File: src/rtl/bktp_pkg.sv
// Constants for the buck tuning and protection register bank
package bktp_pkg;

	localparam int NUM_REGS = 15;
	localparam int ADDR_W   = 16;

	localparam int IDX_B1_SPAN  = 0;
	localparam int IDX_B1_GAIN  = 1;
	localparam int IDX_B2_SPAN  = 2;
	localparam int IDX_B2_GAIN  = 3;
	localparam int IDX_B3_SPAN  = 4;
	localparam int IDX_B3_GAIN  = 5;
	localparam int IDX_FAULT    = 6;
	localparam int IDX_OC       = 7;
	localparam int IDX_ONTIME   = 8;
	localparam int IDX_HFILT    = 9;
	localparam int IDX_HRISE    = 10;
	localparam int IDX_LFILT    = 11;
	localparam int IDX_FALL     = 12;
	localparam int IDX_PULLDOWN = 13;
	localparam int IDX_SWITCH   = 14;

	localparam logic [15:0] REG_OFFS [NUM_REGS] = '{
		16'h005a, 16'h005d, 16'h0063, 16'h0066, 16'h006c, 16'h006f,
		16'h0079, 16'h007a, 16'h007b, 16'h0084, 16'h0085, 16'h0086,
		16'h0087, 16'h008f, 16'h0091};
	localparam logic [7:0] REG_RST [NUM_REGS] = '{
		8'h1a, 8'h00, 8'h1a, 8'h00, 8'h1a, 8'h00,
		8'hf0, 8'hcc, 8'h19, 8'h37, 8'h55, 8'h36,
		8'h54, 8'h7e, 8'h1d};
	// Writable bits; all others are reserved
	localparam logic [7:0] REG_MASK [NUM_REGS] = '{
		8'h80, 8'h01, 8'h80, 8'h01, 8'h80, 8'h01,
		8'he0, 8'hc0, 8'h1c, 8'h73, 8'hff, 8'h73,
		8'hff, 8'h02, 8'h01};

	localparam logic [15:0] STATUS_OFFS = 16'h0092;
	localparam int ST_PGOOD    = 0;
	localparam int ST_SWITCH   = 1;
	localparam int ST_BLANK    = 2;
	localparam int ST_PULL_LOW = 3;

	localparam int SPAN_BIT   = 7;
	localparam int GAIN_BIT   = 0;
	localparam int UV_BIT     = 7;
	localparam int OV_BIT     = 6;
	localparam int SC_BIT     = 5;
	localparam int NEG_OC_BIT = 7;
	localparam int POS_OC_BIT = 6;
	localparam int ONTIME_LSB = 2;
	localparam int FILT_LSB   = 4;
	localparam int DRV_LSB    = 0;
	localparam int T1_LSB     = 0;
	localparam int T2_LSB     = 2;
	localparam int T3_LSB     = 4;
	localparam int TOP_LSB    = 6;
	localparam int PULL_BIT   = 1;
	localparam int PSW_BIT    = 0;

	// Synchroniser lanes for analog status inputs
	localparam int SYNC_W      = 7;
	localparam int SI_SSTART   = 0;
	localparam int SI_VCHANGE  = 1;
	localparam int SI_SSTOP    = 2;
	localparam int SI_HV_ON    = 3;
	localparam int SI_DAC_ZERO = 4;
	localparam int SI_FCCM_EXT = 5;
	localparam int SI_PGOOD    = 6;

	localparam int CLK_HZ        = 20_000_000;
	localparam int BLANK_EXT_US  = 50;
	localparam int BLANK_EXT_CYC =
		(BLANK_EXT_US * CLK_HZ + 999_999) / 1_000_000;
	localparam int BLANK_CNT_W   = 10;
	localparam int PG_HOLD_MS    = 1;
	localparam int PG_HOLD_CYC   = PG_HOLD_MS * (CLK_HZ / 1000);
	localparam int PG_CNT_W      = 16;

endpackage

File: src/rtl/bktp_blank_timer.sv
// Detection blanking: ramp activity plus a fixed extension
`timescale 1ns/1ps
`default_nettype none
module bktp_blank_timer (
	input  wire logic clk,     // 20 MHz clock
	input  wire logic nrst,    // Async reset, active low
	input  wire logic busy,    // Soft start, voltage change or soft stop
	output logic      blank_q  // Detection must be masked
);
	localparam logic [bktp_pkg::BLANK_CNT_W-1:0] EXT_LOAD =
		bktp_pkg::BLANK_CNT_W'(bktp_pkg::BLANK_EXT_CYC);

	logic [bktp_pkg::BLANK_CNT_W-1:0] cnt_q;
	logic [bktp_pkg::BLANK_CNT_W-1:0] cnt_d;
	logic                             blank_d;

	always_comb begin
		cnt_d = cnt_q;
		if (busy) begin
			cnt_d = EXT_LOAD;
		end else if (cnt_q != '0) begin
			cnt_d = cnt_q - 1'b1;
		end
		blank_d = busy | (cnt_q != '0);
	end

	always_ff @(posedge clk or negedge nrst) begin
		if (!nrst) begin
			cnt_q   <= '0;
			blank_q <= 1'b0;
		end else begin
			cnt_q   <= cnt_d;
			blank_q <= blank_d;
		end
	end
endmodule
`default_nettype wire

File: src/rtl/bktp_pg_qualify.sv
// Power-good qualification: high continuously for a hold time
`timescale 1ns/1ps
`default_nettype none
module bktp_pg_qualify #(
	parameter int HOLD_CYC = bktp_pkg::PG_HOLD_CYC
) (
	input  wire logic clk,    // 20 MHz clock
	input  wire logic nrst,   // Async reset, active low
	input  wire logic pgood,  // Synchronised power-good
	output logic      held_q  // Power-good held long enough
);
	localparam logic [bktp_pkg::PG_CNT_W-1:0] LIMIT =
		bktp_pkg::PG_CNT_W'(HOLD_CYC);

	logic [bktp_pkg::PG_CNT_W-1:0] cnt_q;
	logic [bktp_pkg::PG_CNT_W-1:0] cnt_d;
	logic                          held_d;

	always_comb begin
		cnt_d  = cnt_q;
		held_d = 1'b0;
		if (!pgood) begin
			cnt_d = '0;
		end else if (cnt_q < LIMIT) begin
			cnt_d = cnt_q + 1'b1;
		end
		held_d = pgood && (cnt_q >= LIMIT);
	end

	always_ff @(posedge clk or negedge nrst) begin
		if (!nrst) begin
			cnt_q  <= '0;
			held_q <= 1'b0;
		end else begin
			cnt_q  <= cnt_d;
			held_q <= held_d;
		end
	end
endmodule
`default_nettype wire

File: src/rtl/bktp_regs.sv
// Buck tuning and protection register bank with control outputs
`timescale 1ns/1ps
`default_nettype none
module bktp_regs #(
	parameter int PG_HOLD_CYC = bktp_pkg::PG_HOLD_CYC
) (
	input  wire logic        clk,              // 20 MHz clock
	input  wire logic        nrst,             // Async reset, active low
	input  wire logic [15:0] reg_addr,         // Host register address
	input  wire logic [7:0]  reg_wdata,        // Host write data
	input  wire logic        reg_wr,           // Host write strobe
	input  wire logic        reg_rd,           // Host read strobe
	output logic      [7:0]  reg_rdata_q,      // Read data, next cycle
	input  wire logic [15:0] otp_addr,         // OTP load address
	input  wire logic [7:0]  otp_data,         // OTP load data
	input  wire logic        otp_wr,           // OTP load strobe
	input  wire logic        soft_start,       // Analog: soft start busy
	input  wire logic        dynamic_voltage_change, // Analog: ramp busy
	input  wire logic        soft_stop,        // Analog: soft stop busy
	input  wire logic        hv_buck_on,       // Analog: converter running
	input  wire logic        dac_at_zero,      // Analog: DAC count is 0
	input  wire logic        fccm_extend,      // Analog: forced-CCM tail
	input  wire logic        hv_pgood,         // Analog: power good
	output logic             first_buck_dac_span,      // Span select
	output logic             first_buck_output_gain,   // 2x gain
	output logic             second_buck_dac_span,     // Span select
	output logic             second_buck_output_gain,  // 2x gain
	output logic             third_buck_dac_span,      // Span select
	output logic             third_buck_output_gain,   // 2x gain
	output logic             undervoltage_detect_active_q, // UV live
	output logic             overvoltage_detect_active_q,  // OV live
	output logic             output_short_detect_enable,   // Short det
	output logic             negative_overcurrent_enable,  // Neg OC
	output logic             positive_overcurrent_enable,  // Pos OC
	output logic      [2:0]  light_load_ontime_code,   // DCM on-time
	output logic      [2:0]  high_gate_low_filter_time, // Filter code
	output logic      [1:0]  high_gate_mid_drive_strength, // T2 drive
	output logic      [1:0]  high_gate_outer_drive_strength, // T1/T3
	output logic      [1:0]  high_gate_rise_interval_one,   // Rise T1
	output logic      [1:0]  high_gate_rise_interval_two,   // Rise T2
	output logic      [1:0]  high_gate_rise_interval_three, // Rise T3
	output logic      [2:0]  low_gate_low_filter_time,  // Filter code
	output logic      [1:0]  low_gate_drive_strength,   // Drive
	output logic      [1:0]  low_gate_edge_interval,    // Edge time
	output logic      [1:0]  high_gate_fall_interval_one,   // Fall T1
	output logic      [1:0]  high_gate_fall_interval_two,   // Fall T2
	output logic      [1:0]  high_gate_fall_interval_three, // Fall T3
	output logic             pull_low_q,       // Low-side on while off
	output logic             supply_switch_q   // Close supply switch
);
	logic [7:0]                  regs_q [bktp_pkg::NUM_REGS];
	logic [7:0]                  regs_d [bktp_pkg::NUM_REGS];
	logic [bktp_pkg::SYNC_W-1:0] sync1_q;
	logic [bktp_pkg::SYNC_W-1:0] sync2_q;
	logic [bktp_pkg::SYNC_W-1:0] sync_in;
	logic [4:0]                  wr_hit;
	logic [4:0]                  rd_hit;
	logic [4:0]                  otp_hit;
	logic [7:0]                  rdata_d;
	logic [7:0]                  status_w;
	logic                        busy_w;
	logic                        blank_w;
	logic                        pg_held_w;
	logic                        off_w;
	logic                        uv_d;
	logic                        ov_d;
	logic                        pull_d;
	logic                        switch_d;

	// Returns {hit, index} for a bank address
	function automatic logic [4:0] reg_lookup(input logic [15:0] a);
		logic [4:0] r;
		r = 5'h00;
		for (int i = 0; i < bktp_pkg::NUM_REGS; i++) begin
			if (a == bktp_pkg::REG_OFFS[i]) begin
				r = {1'b1, 4'(i)};
			end
		end
		return r;
	endfunction

	// Keeps reserved bits at their power-on values
	function automatic logic [7:0] merge_bits(input logic [3:0] i,
		input logic [7:0] d);
		return (d & bktp_pkg::REG_MASK[i]) |
			(bktp_pkg::REG_RST[i] & ~bktp_pkg::REG_MASK[i]);
	endfunction

	assign sync_in = {hv_pgood, fccm_extend, dac_at_zero, hv_buck_on,
		soft_stop, dynamic_voltage_change, soft_start};
	assign wr_hit  = reg_lookup(reg_addr);
	assign rd_hit  = wr_hit;
	assign otp_hit = reg_lookup(otp_addr);

	// Register file; an OTP load wins over a host write in the same cycle
	always_comb begin
		regs_d = regs_q;
		if (otp_wr && otp_hit[4]) begin
			regs_d[otp_hit[3:0]] = merge_bits(otp_hit[3:0], otp_data);
		end else if (reg_wr && wr_hit[4]) begin
			regs_d[wr_hit[3:0]] = merge_bits(wr_hit[3:0], reg_wdata);
		end
	end

	always_ff @(posedge clk or negedge nrst) begin
		if (!nrst) begin
			for (int i = 0; i < bktp_pkg::NUM_REGS; i++) begin
				regs_q[i] <= bktp_pkg::REG_RST[i];
			end
		end else begin
			regs_q <= regs_d;
		end
	end

	always_ff @(posedge clk or negedge nrst) begin
		if (!nrst) begin
			sync1_q <= '0;
			sync2_q <= '0;
		end else begin
			sync1_q <= sync_in;
			sync2_q <= sync1_q;
		end
	end

	assign busy_w = sync2_q[bktp_pkg::SI_SSTART] |
		sync2_q[bktp_pkg::SI_VCHANGE] | sync2_q[bktp_pkg::SI_SSTOP];

	bktp_blank_timer u_blank (
		.clk     (clk),
		.nrst    (nrst),
		.busy    (busy_w),
		.blank_q (blank_w)
	);

	bktp_pg_qualify #(
		.HOLD_CYC (PG_HOLD_CYC)
	) u_pg (
		.clk    (clk),
		.nrst   (nrst),
		.pgood  (sync2_q[bktp_pkg::SI_PGOOD]),
		.held_q (pg_held_w)
	);

	// Converter counts as off before start and after ramp-down completes
	assign off_w = ~sync2_q[bktp_pkg::SI_HV_ON] &
		sync2_q[bktp_pkg::SI_DAC_ZERO] & ~sync2_q[bktp_pkg::SI_FCCM_EXT];

	always_comb begin
		uv_d = regs_q[bktp_pkg::IDX_FAULT][bktp_pkg::UV_BIT] & ~blank_w;
		ov_d = regs_q[bktp_pkg::IDX_FAULT][bktp_pkg::OV_BIT] & ~blank_w;
		pull_d = regs_q[bktp_pkg::IDX_PULLDOWN][bktp_pkg::PULL_BIT] &
			off_w;
		switch_d = regs_q[bktp_pkg::IDX_SWITCH][bktp_pkg::PSW_BIT] &
			pg_held_w;
	end

	always_ff @(posedge clk or negedge nrst) begin
		if (!nrst) begin
			undervoltage_detect_active_q <= 1'b0;
			overvoltage_detect_active_q  <= 1'b0;
			pull_low_q                   <= 1'b0;
			supply_switch_q              <= 1'b0;
		end else begin
			undervoltage_detect_active_q <= uv_d;
			overvoltage_detect_active_q  <= ov_d;
			pull_low_q                   <= pull_d;
			supply_switch_q              <= switch_d;
		end
	end

	always_comb begin
		status_w = 8'h00;
		status_w[bktp_pkg::ST_PGOOD]    = sync2_q[bktp_pkg::SI_PGOOD];
		status_w[bktp_pkg::ST_SWITCH]   = supply_switch_q;
		status_w[bktp_pkg::ST_BLANK]    = blank_w;
		status_w[bktp_pkg::ST_PULL_LOW] = pull_low_q;
	end

	// Read data holds between reads; unmapped reads return zero
	always_comb begin
		rdata_d = reg_rdata_q;
		if (reg_rd) begin
			if (rd_hit[4]) begin
				rdata_d = regs_q[rd_hit[3:0]];
			end else if (reg_addr == bktp_pkg::STATUS_OFFS) begin
				rdata_d = status_w;
			end else begin
				rdata_d = 8'h00;
			end
		end
	end

	always_ff @(posedge clk or negedge nrst) begin
		if (!nrst) begin
			reg_rdata_q <= 8'h00;
		end else begin
			reg_rdata_q <= rdata_d;
		end
	end

	assign first_buck_dac_span =
		regs_q[bktp_pkg::IDX_B1_SPAN][bktp_pkg::SPAN_BIT];
	assign first_buck_output_gain =
		regs_q[bktp_pkg::IDX_B1_GAIN][bktp_pkg::GAIN_BIT];
	assign second_buck_dac_span =
		regs_q[bktp_pkg::IDX_B2_SPAN][bktp_pkg::SPAN_BIT];
	assign second_buck_output_gain =
		regs_q[bktp_pkg::IDX_B2_GAIN][bktp_pkg::GAIN_BIT];
	assign third_buck_dac_span =
		regs_q[bktp_pkg::IDX_B3_SPAN][bktp_pkg::SPAN_BIT];
	assign third_buck_output_gain =
		regs_q[bktp_pkg::IDX_B3_GAIN][bktp_pkg::GAIN_BIT];
	assign output_short_detect_enable =
		regs_q[bktp_pkg::IDX_FAULT][bktp_pkg::SC_BIT];
	assign negative_overcurrent_enable =
		regs_q[bktp_pkg::IDX_OC][bktp_pkg::NEG_OC_BIT];
	assign positive_overcurrent_enable =
		regs_q[bktp_pkg::IDX_OC][bktp_pkg::POS_OC_BIT];
	assign light_load_ontime_code =
		regs_q[bktp_pkg::IDX_ONTIME][bktp_pkg::ONTIME_LSB +: 3];
	assign high_gate_low_filter_time =
		regs_q[bktp_pkg::IDX_HFILT][bktp_pkg::FILT_LSB +: 3];
	assign high_gate_mid_drive_strength =
		regs_q[bktp_pkg::IDX_HFILT][bktp_pkg::DRV_LSB +: 2];
	assign high_gate_outer_drive_strength =
		regs_q[bktp_pkg::IDX_HRISE][bktp_pkg::TOP_LSB +: 2];
	assign high_gate_rise_interval_one =
		regs_q[bktp_pkg::IDX_HRISE][bktp_pkg::T1_LSB +: 2];
	assign high_gate_rise_interval_two =
		regs_q[bktp_pkg::IDX_HRISE][bktp_pkg::T2_LSB +: 2];
	assign high_gate_rise_interval_three =
		regs_q[bktp_pkg::IDX_HRISE][bktp_pkg::T3_LSB +: 2];
	assign low_gate_low_filter_time =
		regs_q[bktp_pkg::IDX_LFILT][bktp_pkg::FILT_LSB +: 3];
	assign low_gate_drive_strength =
		regs_q[bktp_pkg::IDX_LFILT][bktp_pkg::DRV_LSB +: 2];
	assign low_gate_edge_interval =
		regs_q[bktp_pkg::IDX_FALL][bktp_pkg::TOP_LSB +: 2];
	assign high_gate_fall_interval_one =
		regs_q[bktp_pkg::IDX_FALL][bktp_pkg::T1_LSB +: 2];
	assign high_gate_fall_interval_two =
		regs_q[bktp_pkg::IDX_FALL][bktp_pkg::T2_LSB +: 2];
	assign high_gate_fall_interval_three =
		regs_q[bktp_pkg::IDX_FALL][bktp_pkg::T3_LSB +: 2];

	logic host_only;
	assign host_only = reg_wr && !otp_wr;
endmodule
`default_nettype wire

File: config.mk
export PLATFORM = sky130hd
export DESIGN_NAME = bktp_regs
export DESIGN_NICKNAME = d
export VERILOG_FILES = /design/src/rtl/bktp_pkg.sv /design/src/rtl/bktp_blank_timer.sv /design/src/rtl/bktp_pg_qualify.sv /design/src/rtl/bktp_regs.sv
export SDC_FILE = /design/constraint.sdc
export NUM_CORES = 1
export LEC_CHECK = 0
export BUFFER_PORTS_ARGS = -buffer_cell sky130_fd_sc_hd__buf_2
export CORE_MARGIN = 10
export CORE_UTILIZATION = 40
export DETAILED_ROUTE_END_ITERATION = 8
export PLACE_DENSITY = 0.63
export SYNTH_ARGS = -nofsm -noshare
export SYNTH_HDL_FRONTEND = slang
export SYNTH_SLANG_ARGS = --single-unit
export TNS_END_PERCENT = 5
File: constraint.sdc
create_clock -name clk -period 2.5 [get_ports clk]
set_clock_uncertainty 0.2 [all_clocks]
set_input_delay 0.5 -clock clk [delete_from_list [all_inputs] [get_ports clk]]
set_output_delay 0.5 -clock clk [all_outputs]
set_load 0.02 [all_outputs]
Word-level counts from Yosys, hierarchy flattened
Memory sizes are Yosys's and may differ from the RTL's.
Cells that the tools add are included.
Operators by class
  add/subtract/negate cells: 2
  order comparisons: 6
  equal/unequal tests: 32
  multiplexer cells: 55
  bitwise operators: 22
  reduce and logical (&&, ||, !) cells: 8
Operators with widths (number)
  equality test 16 x 7 -> 1 bit, second input constant: 18
  bitwise mux 120 bit: 2
  two-way mux 120 bit: 2
  equality test 16 x 8 -> 1 bit, second input constant: 13
  two-way mux 5 bit: 30
  two-way mux 8 bit: 13
  demux 8 bit (select 4 bit): 2
  AND 8 bit: 4
  binary-select mux 8 bit (select 4 bit): 1
  two-way mux 16 bit: 2
  two-way mux 10 bit: 2
  adder 16 x 1 -> 16 bit, second input constant: 1
  >= comparator 16 x 15 -> 1 bit, second input constant: 1
  less-than comparator 16 x 15 -> 1 bit, second input constant: 1
  inverter 8 bit: 2
  bitwise OR 8 bit: 2
  >= comparator 5 bit, second input constant: 2
  less-than comparator 5 x 1 -> 1 bit, second input constant: 2
  inverter 4 -> 5 bit: 2
  nonzero test 10 bit: 1
  subtractor 10 x 1 -> 10 bit, second input constant: 1
  AND 1 bit: 6
  logical AND 1 bit: 5
  two-way mux 4 bit: 1
  other kinds (4): 9
Word-level totals
  bits in registers: 174
  ROM bits: 512
  bits of input ports: 60
  output and inout bits: 50
  logic and storage cells: 155
  memories kept: 4
Memory list
  (no name shown): words 16, width 8, rd ports 1, clocked after Yosys merged registers in 0, write ports 0, RTL line bktp_regs.sv:86  | (bktp_pkg::REG_RST[i] & ~bktp_pkg::REG_MASK[i]);
  (no name shown): words 16, width 8, rd ports 1, clocked after Yosys merged registers in 0, write ports 0, RTL line bktp_regs.sv:86
  (no name shown): words 16, width 8, rd ports 1, clocked after Yosys merged registers in 0, write ports 0, RTL line bktp_regs.sv:86
  (no name shown): words 16, width 8, rd ports 1, clocked after Yosys merged registers in 0, write ports 0, RTL line bktp_regs.sv:86

Depth between registers and ports, before layout
Gate-level depths: netlist (run 1).
  word-level depth: 26
  gate-level depth with buffers: 17
  mapped depth without buffers: 14

Modules after synthesis
From an unflattened synthesis (run 1), not the netlist that was laid out.
Unflattened totals
  cells, all modules: 1233
  area, all modules: 11065.6 µm²
By module, submodules not included
  bktp_regs: times used 1, cells an instance 1084, area an instance 9610.5 µm², seq. area each 3711.1 µm²
  bktp_pg_qualify: times used 1, cells an instance 90, area an instance 869.6 µm², seq. area each 425.4 µm²
  bktp_blank_timer: times used 1, cells an instance 59, area an instance 585.6 µm², seq. area each 275.3 µm²

Worst setup path before layout (run 1)
OpenSTA, ideal clock, no wires.
  path type: input -> register
  from: input port reg_addr[3]
  to: register regs_q, in the netlist high_gate_low_filter_time[2]
  setup time: 125 ps
  data arrival time: 3888 ps
  data required time: 2175 ps
  slack: -1714 ps
  cell stages on the path: 14
  path through: or4b_2 > o32a_1 > o21ai_0 > o2bb2ai_1 > and2_1 > inv_1 > ha_1 > clkbuf_1 > a211oi_1 > nor2_1 > o21ai_0 > mux2i_1 > o2bb2ai_1 > mux2_4
On the way
  longest elaborated chain between the ends: 25
  elaborated cells between the ends (all ways): 51
RTL lines
  start, declared: RTL line bktp_regs.sv:9  | input wire logic [15:0] reg_addr,
  equality test 16 x 7 -> 1 bit: RTL line bktp_regs.sv:75  | if (a == bktp_pkg::REG_OFFS[i]) begin
  two-way mux 5 bit (13 in series): RTL line bktp_regs.sv:75
  two-way mux 5 bit *: RTL line bktp_regs.sv:75
  inverter 4 -> 5 bit (not written as such): RTL line bktp_regs.sv:85, bktp_regs.sv:86, bktp_regs.sv:101
  memory read (16 x 8 bit)
  two-way mux 8 bit (not written as such) (2 in series): RTL line bktp_regs.sv:86
  inverter 8 bit: RTL line bktp_regs.sv:86
  AND 8 bit: RTL line bktp_regs.sv:86
  bitwise OR 8 bit: RTL line bktp_regs.sv:85  | return (d & bktp_pkg::REG_MASK[i]) |
  bitwise mux 120 bit: RTL line bktp_regs.sv:101  | regs_d[wr_hit[3:0]] = merge_bits(wr_hit[3:0], reg_wdata);
  two-way mux 120 bit: RTL line bktp_regs.sv:100  | end else if (reg_wr && wr_hit[4]) begin
  two-way mux 120 bit: RTL line bktp_regs.sv:98  | if (otp_wr && otp_hit[4]) begin
  end signal, assigned by index: RTL line bktp_regs.sv:108  | regs_q[i] <= bktp_pkg::REG_RST[i];
  end signal, assigned: RTL line bktp_regs.sv:111  | regs_q <= regs_d;
  end, declared: RTL line bktp_regs.sv:51  | logic [7:0] regs_q [bktp_pkg::NUM_REGS];
Mark *: on every way between the ends. The rest lies on a longest branch, timed or not. The select of a mux whose other input is x is not followed.
A chain may end at the register's enable or synchronous reset.

Worst setup path after layout (run 1)
  from: input port reg_addr[6]
  to: register regs_q, in the netlist low_gate_drive_strength[0]
The elaborated chain is that of the path after synthesis.

==> results.py, run 1 <==
metrics = {
    "status": {
        "status": "finished with violations",
        "violations": "negative setup slack",
    },
    "clock_network": {
        "htree_levels": 4,
        "cts_made_buffers": 17,
        "cts_tree": "done",
        "insertion_delay_ns": 0.44,
        "root_buffer": "clkbuf_16",
        "clkTransAtPathRegs_ns": 0.08,
        "clkSinkCount": 174,
        "clk_path_buf_depth": 2,
    },
    "logic_synthesis": {
        "ys_ff_latch": 174,
        "synthesis.instances": 1239,
        "async_flop_share": 1.00,
        "netlist_area_um2": 11600,
        "yosys_warnings": 0,
        "ys_seq_area_frac": 0.382,
        "syn_nets": 1318,
        "synthFlopType": "dfrtp_1",
        "post_synth_num_cell_types": 110,
        "synth_edf_count": 0,
        "avgSynthCellArea_um2": 9.32,
    },
    "global_route": {
        "antenna_found_initial": 0,
        "grt.busiest_layer": "met2",
        "grt_use_met2": 0.423,
        "grt_pass1_wl_mm": 71.2,
        "gr-total-overflow": 0,
        "grt_pass1_vias": 12300,
        "grt_usage": 0.251,
        "met1_usage": 0.312,
        "use_met3": 0.0472,
        "grt_start_max_net_pins": 62,
    },
    "routing": {
        "routed_via_density": 5.93,
        "drtAntennaViolNets": 0,
        "drt_wl_total_mm": 46.3,
        "drc": 0,
        "detail_route.wl_per_cell_um": 22.8,
        "dr_total_vias": 12000,
        "drtPass1Iterations": 6,
        "drt-initial-drc-count": 1067,
    },
    "placed_design": {
        "hpwlAfterDp_mm": 36.0,
        "gp_congestion": 1.03,
        "place_ws_ns": -1.35,
        "place_inst": 1981,
        "io_buffers": 109,
        "placed_cell_area_um2": 15000,
    },
    "worst_setup_path": {
        "cp-end-kind": "flip-flop",
        "critPathCapture": "low_gate_drive_strength[0]$_DFFE_PN0P_",
        "crit_path_start": "reg_addr[6]",
        "r2r_end": "u_pg.cnt_q[9]$_DFFE_PN0P_",
        "crit_arrival_ns": 3.46,
        "r2r_start": "u_pg.cnt_q[7]$_DFFE_PN0P_",
        "path_max_fanout": 8,
        "reg2regPathDepth": 8,
        "critPathLaunchType": "input port",
        "path_class": "input port to flip-flop",
        "crit_required_ns": 2.63,
        "reg2reg_slack_ns": 0.12,
    },
    "hold_path": {
        "worstHoldPathType": "flip-flop to flip-flop",
    },
    "power": {
        "ir_drop_uv": 459,
        "powerDensity_nw_per_um2": 374,
        "leakagePower_nw": 7.31,
        "power_mw": 6.16,
    },
    "timing": {
        "drv_slew": 0,
        "period_share": 1.33,
        "hold_slack_ns": 0.149,
        "setup_ws_ns": -0.831,
        "max_freq_ghz": 0.300,
        "hold_viol_final": 0,
        "rsz0062_at_grt": "true",
        "tns_ns": -72.51,
        "worst_pin_slew_ns": 0.808,
        "slew_headroom": 0.456,
        "setup_viol_count_final": 128,
        "min_period_ns": 3.33,
    },
    "floorplan": {
        "ios": 110,
        "dieArea_um2": 36100,
        "core-area_um2": 28600,
        "start_util": 0.404,
        "die_w_um": 190,
        "rows": 62,
        "die_y_um": 190,
    },
    "final_layout": {
        "seq_area_um2": 4410,
        "fin_area_um2": 16500,
        "layout-drive-gt1-share": 0.443,
        "layout.cells.non_filler": 2031,
        "nFillCells": 2513,
        "finalCoreUtilization": 0.575,
        "fin_nets": 1712,
        "area_growth_pct": 42.5,
        "multi_input_area_um2": 7180,
    },
    "flow_run": {
        "maxCapViolations": 0,
    },
}
## flip-flops by register name, indices dropped and copies added (netlist names), 3 cells and up
| signal | cells |
|---|---|
| light_load_ontime_code | 3 |
| sync2_q | 7 |
| low_gate_low_filter_time | 3 |
| u_pg.cnt_q | 16 |
| high_gate_low_filter_time | 3 |
| u_blank.cnt_q | 10 |
| regs_q | 82 |
| sync1_q | 7 |
| reg_rdata_q | 8 |
## worst min-delay path by stage
stage / startpoint / to / slack, ns / depth (start not counted)
final: sync1_q[0]$_DFF_PN0_ / sync2_q[0]$_DFF_PN0_ / 0.15 / 0
after global routing: sync1_q[5]$_DFF_PN0_ / sync2_q[5]$_DFF_PN0_ / 0.15 / 0
after CTS: sync1_q[0]$_DFF_PN0_ / sync2_q[0]$_DFF_PN0_ / 0.15 / 0
after detailed placement: sync1_q[2]$_DFF_PN0_ / sync2_q[2]$_DFF_PN0_ / 0.14 / 0
after global placement: sync1_q[3]$_DFF_PN0_ / sync2_q[3]$_DFF_PN0_ / 0.13 / 0
after floorplan: nrst / first_buck_dac_span$_DFFE_PN0P_ / 0.004 / 0
## synth_stat cells, types with 23 or more instances
cell type / n / area, um^2
a21oi_1: 50 / 250
a22oi_1: 23 / 173
and2_1: 48 / 300
and3_1: 36 / 225
buf_2: 23 / 115
buf_4: 36 / 270
clkbuf_1: 36 / 135
dfrtp_1: 128 / 3200
dfstp_2: 46 / 1210
inv_1: 32 / 120
mux2_2: 26 / 293
mux2i_1: 39 / 390
nand2_1: 113 / 424
nand3_1: 60 / 300
nor2_1: 38 / 143
o21ai_0: 69 / 345
o22ai_1: 35 / 219
## cell families after synthesis
family / share of synthesized area
adder cells (fa/ha/maj): 0.0206
AND/OR/NAND/NOR: 0.212
AO/OA/AOI/OAI: 0.247
buffers and inverters: 0.0599
multiplexers: 0.0639
XOR/XNOR: 0.0144
flip-flops: 0.382
## worst max-delay path, cell delays in order
cell and delay (ns):
buf_6 0.09, or4b_4 0.52, o32a_1 0.21, o21ai_2 0.14, o2bb2ai_2 0.12, and2_4 0.18, clkinvlp_4 0.13, ha_4 0.21
or3_4 0.35, a31oi_4 0.17, mux2i_1 0.09, buf_4 0.18, a221o_1 0.30, mux2_4 0.26
## final cells by class
class                      instances  area share
multi-input combinational        931       0.436
sequential                       174       0.268
timing repair buffer             476       0.220
tap                              384      0.0292
clock buffer                      17      0.0258
clock inverter                    15      0.0131
inverter                          33     0.00775
antenna                            1    0.000152
## power breakdown
group | switching [mW] | leakage, nW | internal, mW
clock network | 1.35 | 0.309 | 1.47
logic | 0.273 | 4.86 | 0.216
registers | 0.0147 | 2.15 | 2.84
## timing repair
action,in CTS,in global routing
gates resized for setup,97,72
pin swaps,18,19
cloned,1,0
buffers inserted,6,3
setup endpoints to repair,128,133
endpoints found under the hold margin,47,0
hold buffers,8,0
## metal layers
layer  routed length (um)  vias to the layer above  share of wire
li1                     -                     5445              -
met1                19000                     5933           0.41
met2                22300                      536           0.48
met3                 3170                      133          0.068
met4                 1870                        0          0.040
met5                    0                        -              0
## layout by cell type, fill, tap and decap left out, types with 14 or more instances in the layout
cell type,netlist,layout
nand2b_1,14,14
and2_1,48,43
nand2_1,113,109
o211ai_1,19,19
mux2_2,26,24
a22oi_1,23,21
buf_4,36,323
nand3_1,60,57
o21ai_1,7,33
buf_6,3,23
buf_12,0,15
nor2b_1,16,16
dfrtp_1,128,128
nand4_1,21,21
a21oi_1,50,42
and3_1,36,32
buf_2,23,105
nor2_1,38,33
o21ai_0,69,38
o22ai_1,35,33
a31oi_1,21,15
dfstp_2,46,46
mux2i_1,39,35
inv_1,32,31
clkbuf_16,0,17
No activity file was read; power rests on OpenSTA's default activity.
==> inputs of run 2 (changes only) <==
--- a/config.mk
+++ b/config.mk
@@ -9,7 +9,7 @@
 export CORE_MARGIN = 10
 export CORE_UTILIZATION = 40
 export DETAILED_ROUTE_END_ITERATION = 8
-export PLACE_DENSITY = 0.63
+export PLACE_DENSITY_LB_ADDON = 0.1
 export SYNTH_ARGS = -nofsm -noshare
 export SYNTH_HDL_FRONTEND = slang
 export SYNTH_SLANG_ARGS = --single-unit
==> constraint.sdc (replaced) <==
create_clock -name clk -period 2.5 [get_ports clk]
set_clock_uncertainty 0.2 [all_clocks]
set_input_delay 0 -clock clk [delete_from_list [all_inputs] [get_ports clk]]
set_output_delay 0 -clock clk [all_outputs]
set_load 0.02 [all_outputs]
==> run 2 against run 1 <==
  * The flow finishes with violations (negative hold slack, negative setup slack)
  * Final area increased by 2.5%
  * Sequential cell count unchanged
  * Worst setup slack gained 0.43 ns
  * Die area unchanged
==> results.py, run 2 (synthesis results as in run 1) <==
metrics = {
    "status": {
        "status": "finished with violations",
        "violations": "negative hold slack, negative setup slack",
    },
    "clock_network": {
        "root_buffer": "clkbuf_16",
        "cts_made_buffers": 17,
        "insertion_delay_ns": 0.45,
        "clkTransAtPathRegs_ns": 0.07,
        "clkSinkCount": 174,
        "htree_levels": 4,
        "cts_tree": "done",
        "clk_path_buf_depth": 2,
    },
    "worst_setup_path": {
        "path_class": "input port to flip-flop",
        "reg2regPathDepth": 8,
        "cpMostUsedCell": "buf_6",
        "r2r_start": "u_blank.cnt_q[0]$_DFFE_PN0P_",
        "path_max_fanout": 6,
        "slowest_delay_ns": 0.51,
        "cp_slowest_cell": "or4b_4",
        "reg2reg_slack_ns": 0.22,
        "cp_cell_sequence": "buf_6 -> or4b_4 -> o32a_1 -> o21ai_2 -> o2bb2ai_2 -> and2_4 -> clkinvlp_4 -> buf_6 -> ha_4 -> and3_4 -> o32ai_4 -> mux2i_4 -> buf_12 -> o22ai_1 -> mux2_4",
        "crit_required_ns": 2.63,
        "crit_arrival_ns": 3.03,
        "cp-end-kind": "flip-flop",
        "critPathLaunchType": "input port",
        "r2r_end": "u_blank.cnt_q[4]$_DFFE_PN0P_",
    },
    "timing": {
        "setup_viol_count_final": 96,
        "drv_slew": 0,
        "setup_ws_ns": -0.404,
        "period_share": 1.16,
        "worst_pin_slew_ns": 0.740,
        "hold_slack_ns": -0.00893,
        "hold_viol_final": 3,
        "min_period_ns": 2.90,
        "slew_headroom": 0.503,
        "max_freq_ghz": 0.344,
        "rsz0062_at_grt": "true",
    },
    "floorplan": {
        "rows": 62,
        "ios": 110,
        "dieArea_um2": 36100,
        "die_y_um": 190,
        "core-area_um2": 28600,
        "die_w_um": 190,
        "start_util": 0.404,
    },
    "final_layout": {
        "seq_area_um2": 4410,
        "layout.cells.non_filler": 2078,
        "regMostFlops": "regs_q",
        "final_cell_mix": "353 x buf_4, 128 x dfrtp_1, 111 x nand2_1",
        "layout-drive-gt1-share": 0.454,
        "reg.largest.list": "regs_q x82, u_pg.cnt_q x16, u_blank.cnt_q x10",
        "diodes": 0,
        "nFillCells": 2535,
        "multi_input_area_um2": 7270,
        "area_growth_pct": 46.1,
        "fin_nets": 1760,
        "final_common_cell": "buf_4",
        "largest_reg_flops": 82,
    },
    "placed_design": {
        "place_inst": 2009,
        "io_buffers": 109,
        "place_ws_ns": -0.876,
        "gp_congestion": 0.997,
        "hpwlAfterDp_mm": 37.8,
    },
    "hold_path": {
        "worstHoldPathType": "input port to flip-flop",
        "hp-start": "otp_data[6]",
        "min_to": "low_gate_low_filter_time[2]$_DFFE_PN0P_",
        "hold_depth": 4,
    },
    "routing": {
        "routed_via_density": 5.85,
        "dr_total_vias": 12100,
        "drtPass1Iterations": 6,
        "drc": 0,
        "detail_route.wl_per_cell_um": 23.6,
        "drtAntennaViolNets": 0,
        "drt_wl_total_mm": 48.9,
        "drt-initial-drc-count": 828,
    },
    "flow_run": {
        "maxCapViolations": 0,
    },
    "global_route": {
        "grt_start_max_net_pins": 39,
        "gr-total-overflow": 0,
        "grt_pass1_vias": 12600,
        "grt_usage": 0.268,
        "grt_pass1_wl_mm": 74.7,
        "antenna_found_initial": 1,
    },
    "power": {
        "leakagePower_nw": 7.55,
        "ir_drop_uv": 480,
        "power_mw": 6.05,
        "powerDensity_nw_per_um2": 359,
    },
}
run 2: cell count changes in the layout (fill, tap and decap cells not counted), moves of 5 or more:
| cell | delta |
|---|---|
| a21oi_1 | -6 |
| a21oi_2 | +5 |
| buf_4 | +30 |
| buf_6 | -6 |
| clkinv_8 | -6 |
| dlygate4sd3_1 | +20 |
| o21ai_0 | +12 |
| o21ai_1 | -20 |
| o21ai_2 | +7 |
run 2: how the worst max path moves through the flow:
stage                     slack (ns)                                         end  depth (start not counted)   startpoint
after floorplan                -0.76      low_gate_drive_strength[0]$_DFFE_PN0P_                         14  reg_addr[4]
after global placement         -0.87       low_gate_edge_interval[1]$_DFFE_PN0P_                         17  otp_addr[5]
after detailed placement       -0.88                      regs_q[77]$_DFFE_PN0P_                         14  reg_addr[3]
after CTS                      -0.36                      regs_q[95]$_DFFE_PN0P_                         16  reg_addr[3]
after global routing           -0.48  high_gate_rise_interval_one[0]$_DFFE_PN1P_                         14  reg_addr[3]
final                          -0.40                      regs_q[31]$_DFFE_PN0P_                         15  reg_addr[3]
run 2: layout make-up:
class                   count  area share
flip-flops and latches    174       0.261
repair buffers            524       0.238
multi-input cells         931       0.431
clock buffers              19      0.0262
clock inverters            13     0.00741
well taps                 384      0.0285
inverters                  33     0.00771
run 2: metal layers:
metal,track usage,routed length (um)
met5,0,8
met4,0.137,2440
met2,0.431,22800
met3,0.0492,2880
met1,0.338,20800
run 2: power breakdown:
| group | internal [mW] | switching, mW | leakage, nW | total [mW] |
|---|---|---|---|---|
| clock network | 1.42 | 1.25 | 0.286 | 2.67 |
| registers | 2.84 | 0.0145 | 2.15 | 2.85 |
| logic | 0.242 | 0.285 | 5.12 | 0.527 |
| total | 4.50 | 1.55 | 7.55 | 6.05 |
run 2: worst max-delay path, delay by kind of cell:
family	cells	cell delay, ns
multiplexers	2	0.62
buffers and inverters	4	0.55
AND/OR/NAND/NOR	3	0.84
adder cells (fa/ha/maj)	1	0.15
AO/OA/AOI/OAI	5	0.83
run 2: through the flow:
stage,TNS [ns],utilization,instance area (um^2)
global placement,-89.44,0.530,15200
detailed placement,-88.40,0.530,15200
finish,-19.00,0.590,16900
floorplan,-62.05,-,11700
global route,-28.73,0.590,16900
CTS,-15.27,0.576,16500
run 2: what timing repair did:
item | in CTS | in global routing
gates cloned | 1 | 0
pin swaps | 28 | 15
resized for setup | 90 | 86
endpoints found under the setup margin | 125 | 135
setup buffers | 5 | 3
hold endpoints to repair | 197 | 1
hold buffers | 28 | 1
==> inputs of run 3 (changes only) <==
==> constraint.sdc (replaced) <==
create_clock -name clk -period 2.4 [get_ports clk]
set_clock_uncertainty 0.2 [all_clocks]
set_input_delay 0 -clock clk [delete_from_list [all_inputs] [get_ports clk]]
set_output_delay 0 -clock clk [all_outputs]
set_load 0.02 [all_outputs]
==> run 3 against run 2 <==
  * The run ends with negative setup slack left
  * Sequential power increased by 4%
  * Via count barely moved
  * Non-clock buffer count increased by 1
  * Die area stayed put
  * Global-route usage shrank 0.71 points
  * Sequential share of layout area fell by 0.54 points
  * Register-to-register slack worse by 0.05 ns
  * Critical path depth did not move
==> results.py, run 3 (synthesis results as in run 1) <==
metrics = {
    "clock_network": {
        "clkTransAtPathRegs_ns": 0.08,
        "cts_made_buffers": 17,
        "clk_path_buf_depth": 2,
        "root_buffer": "clkbuf_16",
        "clkSinkCount": 174,
        "insertion_delay_ns": 0.44,
        "cts_tree": "done",
        "htree_levels": 4,
    },
    "floorplan": {
        "die_y_um": 190,
        "rows": 62,
        "ios": 110,
        "core-area_um2": 28600,
        "start_util": 0.404,
        "dieArea_um2": 36100,
        "die_w_um": 190,
    },
    "power": {
        "p_int_mw": 4.62,
        "leakagePower_nw": 7.61,
        "p_sw_frac": 0.275,
        "combPwrFrac": 0.085,
        "switching_power_mw": 1.75,
        "seqPwrFrac": 0.466,
        "ir_drop_uv": 474,
        "powerDensity_nw_per_um2": 369,
        "clkPwrFrac": 0.448,
    },
    "final_layout": {
        "final_cell_mix": "329 x buf_4, 127 x dfrtp_1, 109 x nand2_1",
        "final_common_cell": "buf_4",
        "area_growth_pct": 49.3,
        "nFillCells": 2500,
        "fin_nets": 1761,
        "reg.largest.list": "regs_q x82, u_pg.cnt_q x16, u_blank.cnt_q x10",
        "layout-drive-gt1-share": 0.463,
        "regMostFlops": "regs_q",
        "diodes": 0,
        "largest_reg_flops": 82,
    },
    "routing": {
        "drtAntennaViolNets": 0,
        "drc": 0,
        "drt_wl_total_mm": 48.2,
        "wl_met1_mm": 20.5,
        "routed_via_density": 5.84,
        "topRoutingLayerUsed": "met4",
        "drt-initial-drc-count": 1051,
        "detail_route.wl_per_cell_um": 23.2,
        "met3_length_mm": 2.96,
        "dr_total_vias": 12100,
        "drtPass1Iterations": 5,
        "met2_length_mm": 22.8,
    },
    "timing": {
        "hold_viol_final": 0,
        "max_freq_ghz": 0.338,
        "drv_slew": 0,
        "hold_slack_ns": 0.0531,
        "setup_ws_ns": -0.561,
        "worst_pin_slew_ns": 0.838,
        "tns_ns": -28.22,
        "slew_headroom": 0.442,
        "setup_viol_count_final": 117,
        "min_period_ns": 2.96,
        "rsz0062_at_grt": "true",
        "period_share": 1.23,
    },
    "global_route": {
        "grt_pass1_vias": 12200,
        "grt_pass1_wl_mm": 73.2,
        "gr-total-overflow": 0,
        "grt_start_max_net_pins": 60,
        "antenna_found_initial": 0,
        "grt_usage": 0.261,
    },
    "worst_setup_path": {
        "crit_arrival_ns": 3.09,
        "cp-end-kind": "flip-flop",
        "path_max_fanout": 6,
        "critPathLaunchType": "input port",
        "crit_required_ns": 2.53,
        "reg2reg_slack_ns": 0.17,
        "path_class": "input port to flip-flop",
    },
    "flow_run": {
        "maxCapViolations": 0,
    },
    "hold_path": {
        "worstHoldPathType": "input port to flip-flop",
    },
    "status": {
        "status": "finished with violations",
        "violations": "negative setup slack",
    },
    "placed_design": {
        "place_ws_ns": -1.02,
        "io_buffers": 109,
        "gp_congestion": 0.998,
        "hpwlAfterDp_mm": 37.0,
    },
}
-- run 3: cell count changes in the layout (fill, tap and decap cells not counted), sizes merged --
cell,change
dlygate4sd3,+1
inv,+3
buf,-1
clkinv,-2
bufinv,-1
clkinvlp,+1
-- run 3: path summary, 6_finish.rpt --
kind | start | cells after the start | endpoint
setup / recovery | reg_addr[3] | 15 | regs_q[31]$_DFFE_PN0P_
hold / removal | reg_wr | 3 | regs_q[70]$_DFFE_PN1P_
setup reg to reg | u_pg.cnt_q[7]$_DFFE_PN0P_ | 7 | u_pg.cnt_q[5]$_DFFE_PN0P_
hold reg to reg | sync1_q[6]$_DFF_PN0_ | 0 | sync2_q[6]$_DFF_PN0_
max in group asynchronous | nrst | 3 | regs_q[59]$_DFFE_PN1P_
min in group asynchronous | nrst | 2 | regs_q[42]$_DFFE_PN1P_
-- run 3: final cells by class --
cell class	instances	area, um^2	area share
clock buffer	18	429	0.0249
clock inverter	14	164	0.00950
inverter	33	128	0.00740
multi-input combinational	931	7450	0.432
sequential	174	4410	0.256
tap	384	480	0.0279
timing repair buffer	525	4180	0.242
-- run 3: stage by stage --
stage | power, mW | area [um^2] | instances | utilization
after detailed placement | 3.48 | 15100 | 2000 | 0.528
final | 6.37 | 17200 | 2079 | 0.602
after CTS | 6.39 | 16700 | 2074 | 0.583
after global placement | 3.48 | 15100 | 2000 | 0.528
after global routing | 6.57 | 17200 | 2079 | 0.602
after floorplan | 3.20 | 11700 | 1239 | -
-- run 3: what timing repair did --
item / in CTS / in global routing
gates resized for setup: 123 / 127
buffers inserted: 11 / 5
gates cloned: 2 / 0
endpoints found under the setup margin: 126 / 136
hold buffers: 29 / 1
pin swaps: 43 / 26
hold endpoints to repair: 195 / 2
-- run 3: critical path, stage by stage --
cell        delay [ns]
buf_6             0.09
or4b_4            0.51
o32a_1            0.20
o21ai_2           0.21
o2bb2ai_4         0.13
and2_4            0.17
clkinvlp_4        0.13
buf_6             0.15
ha_4              0.15
and3_4            0.15
o32ai_4           0.30
mux2i_4           0.37
buf_12            0.17
o22ai_2           0.07
mux2_4            0.26
-- run 3: power groups by stage --
stage	Combinational, mW	Clock (mW)	Sequential [mW]
after floorplan	0.181	0	3.02
after global placement	0.454	0	3.02
after detailed placement	0.458	0	3.02
after CTS	0.529	2.89	2.97
after global routing	0.591	3.00	2.97
final	0.543	2.85	2.97
-- run 3: routing by layer --
metal,up-vias,track usage
met3,115,0.0397
met1,5952,0.339
li1,5564,-
met2,516,0.432
met5,-,0
met4,0,0.0952
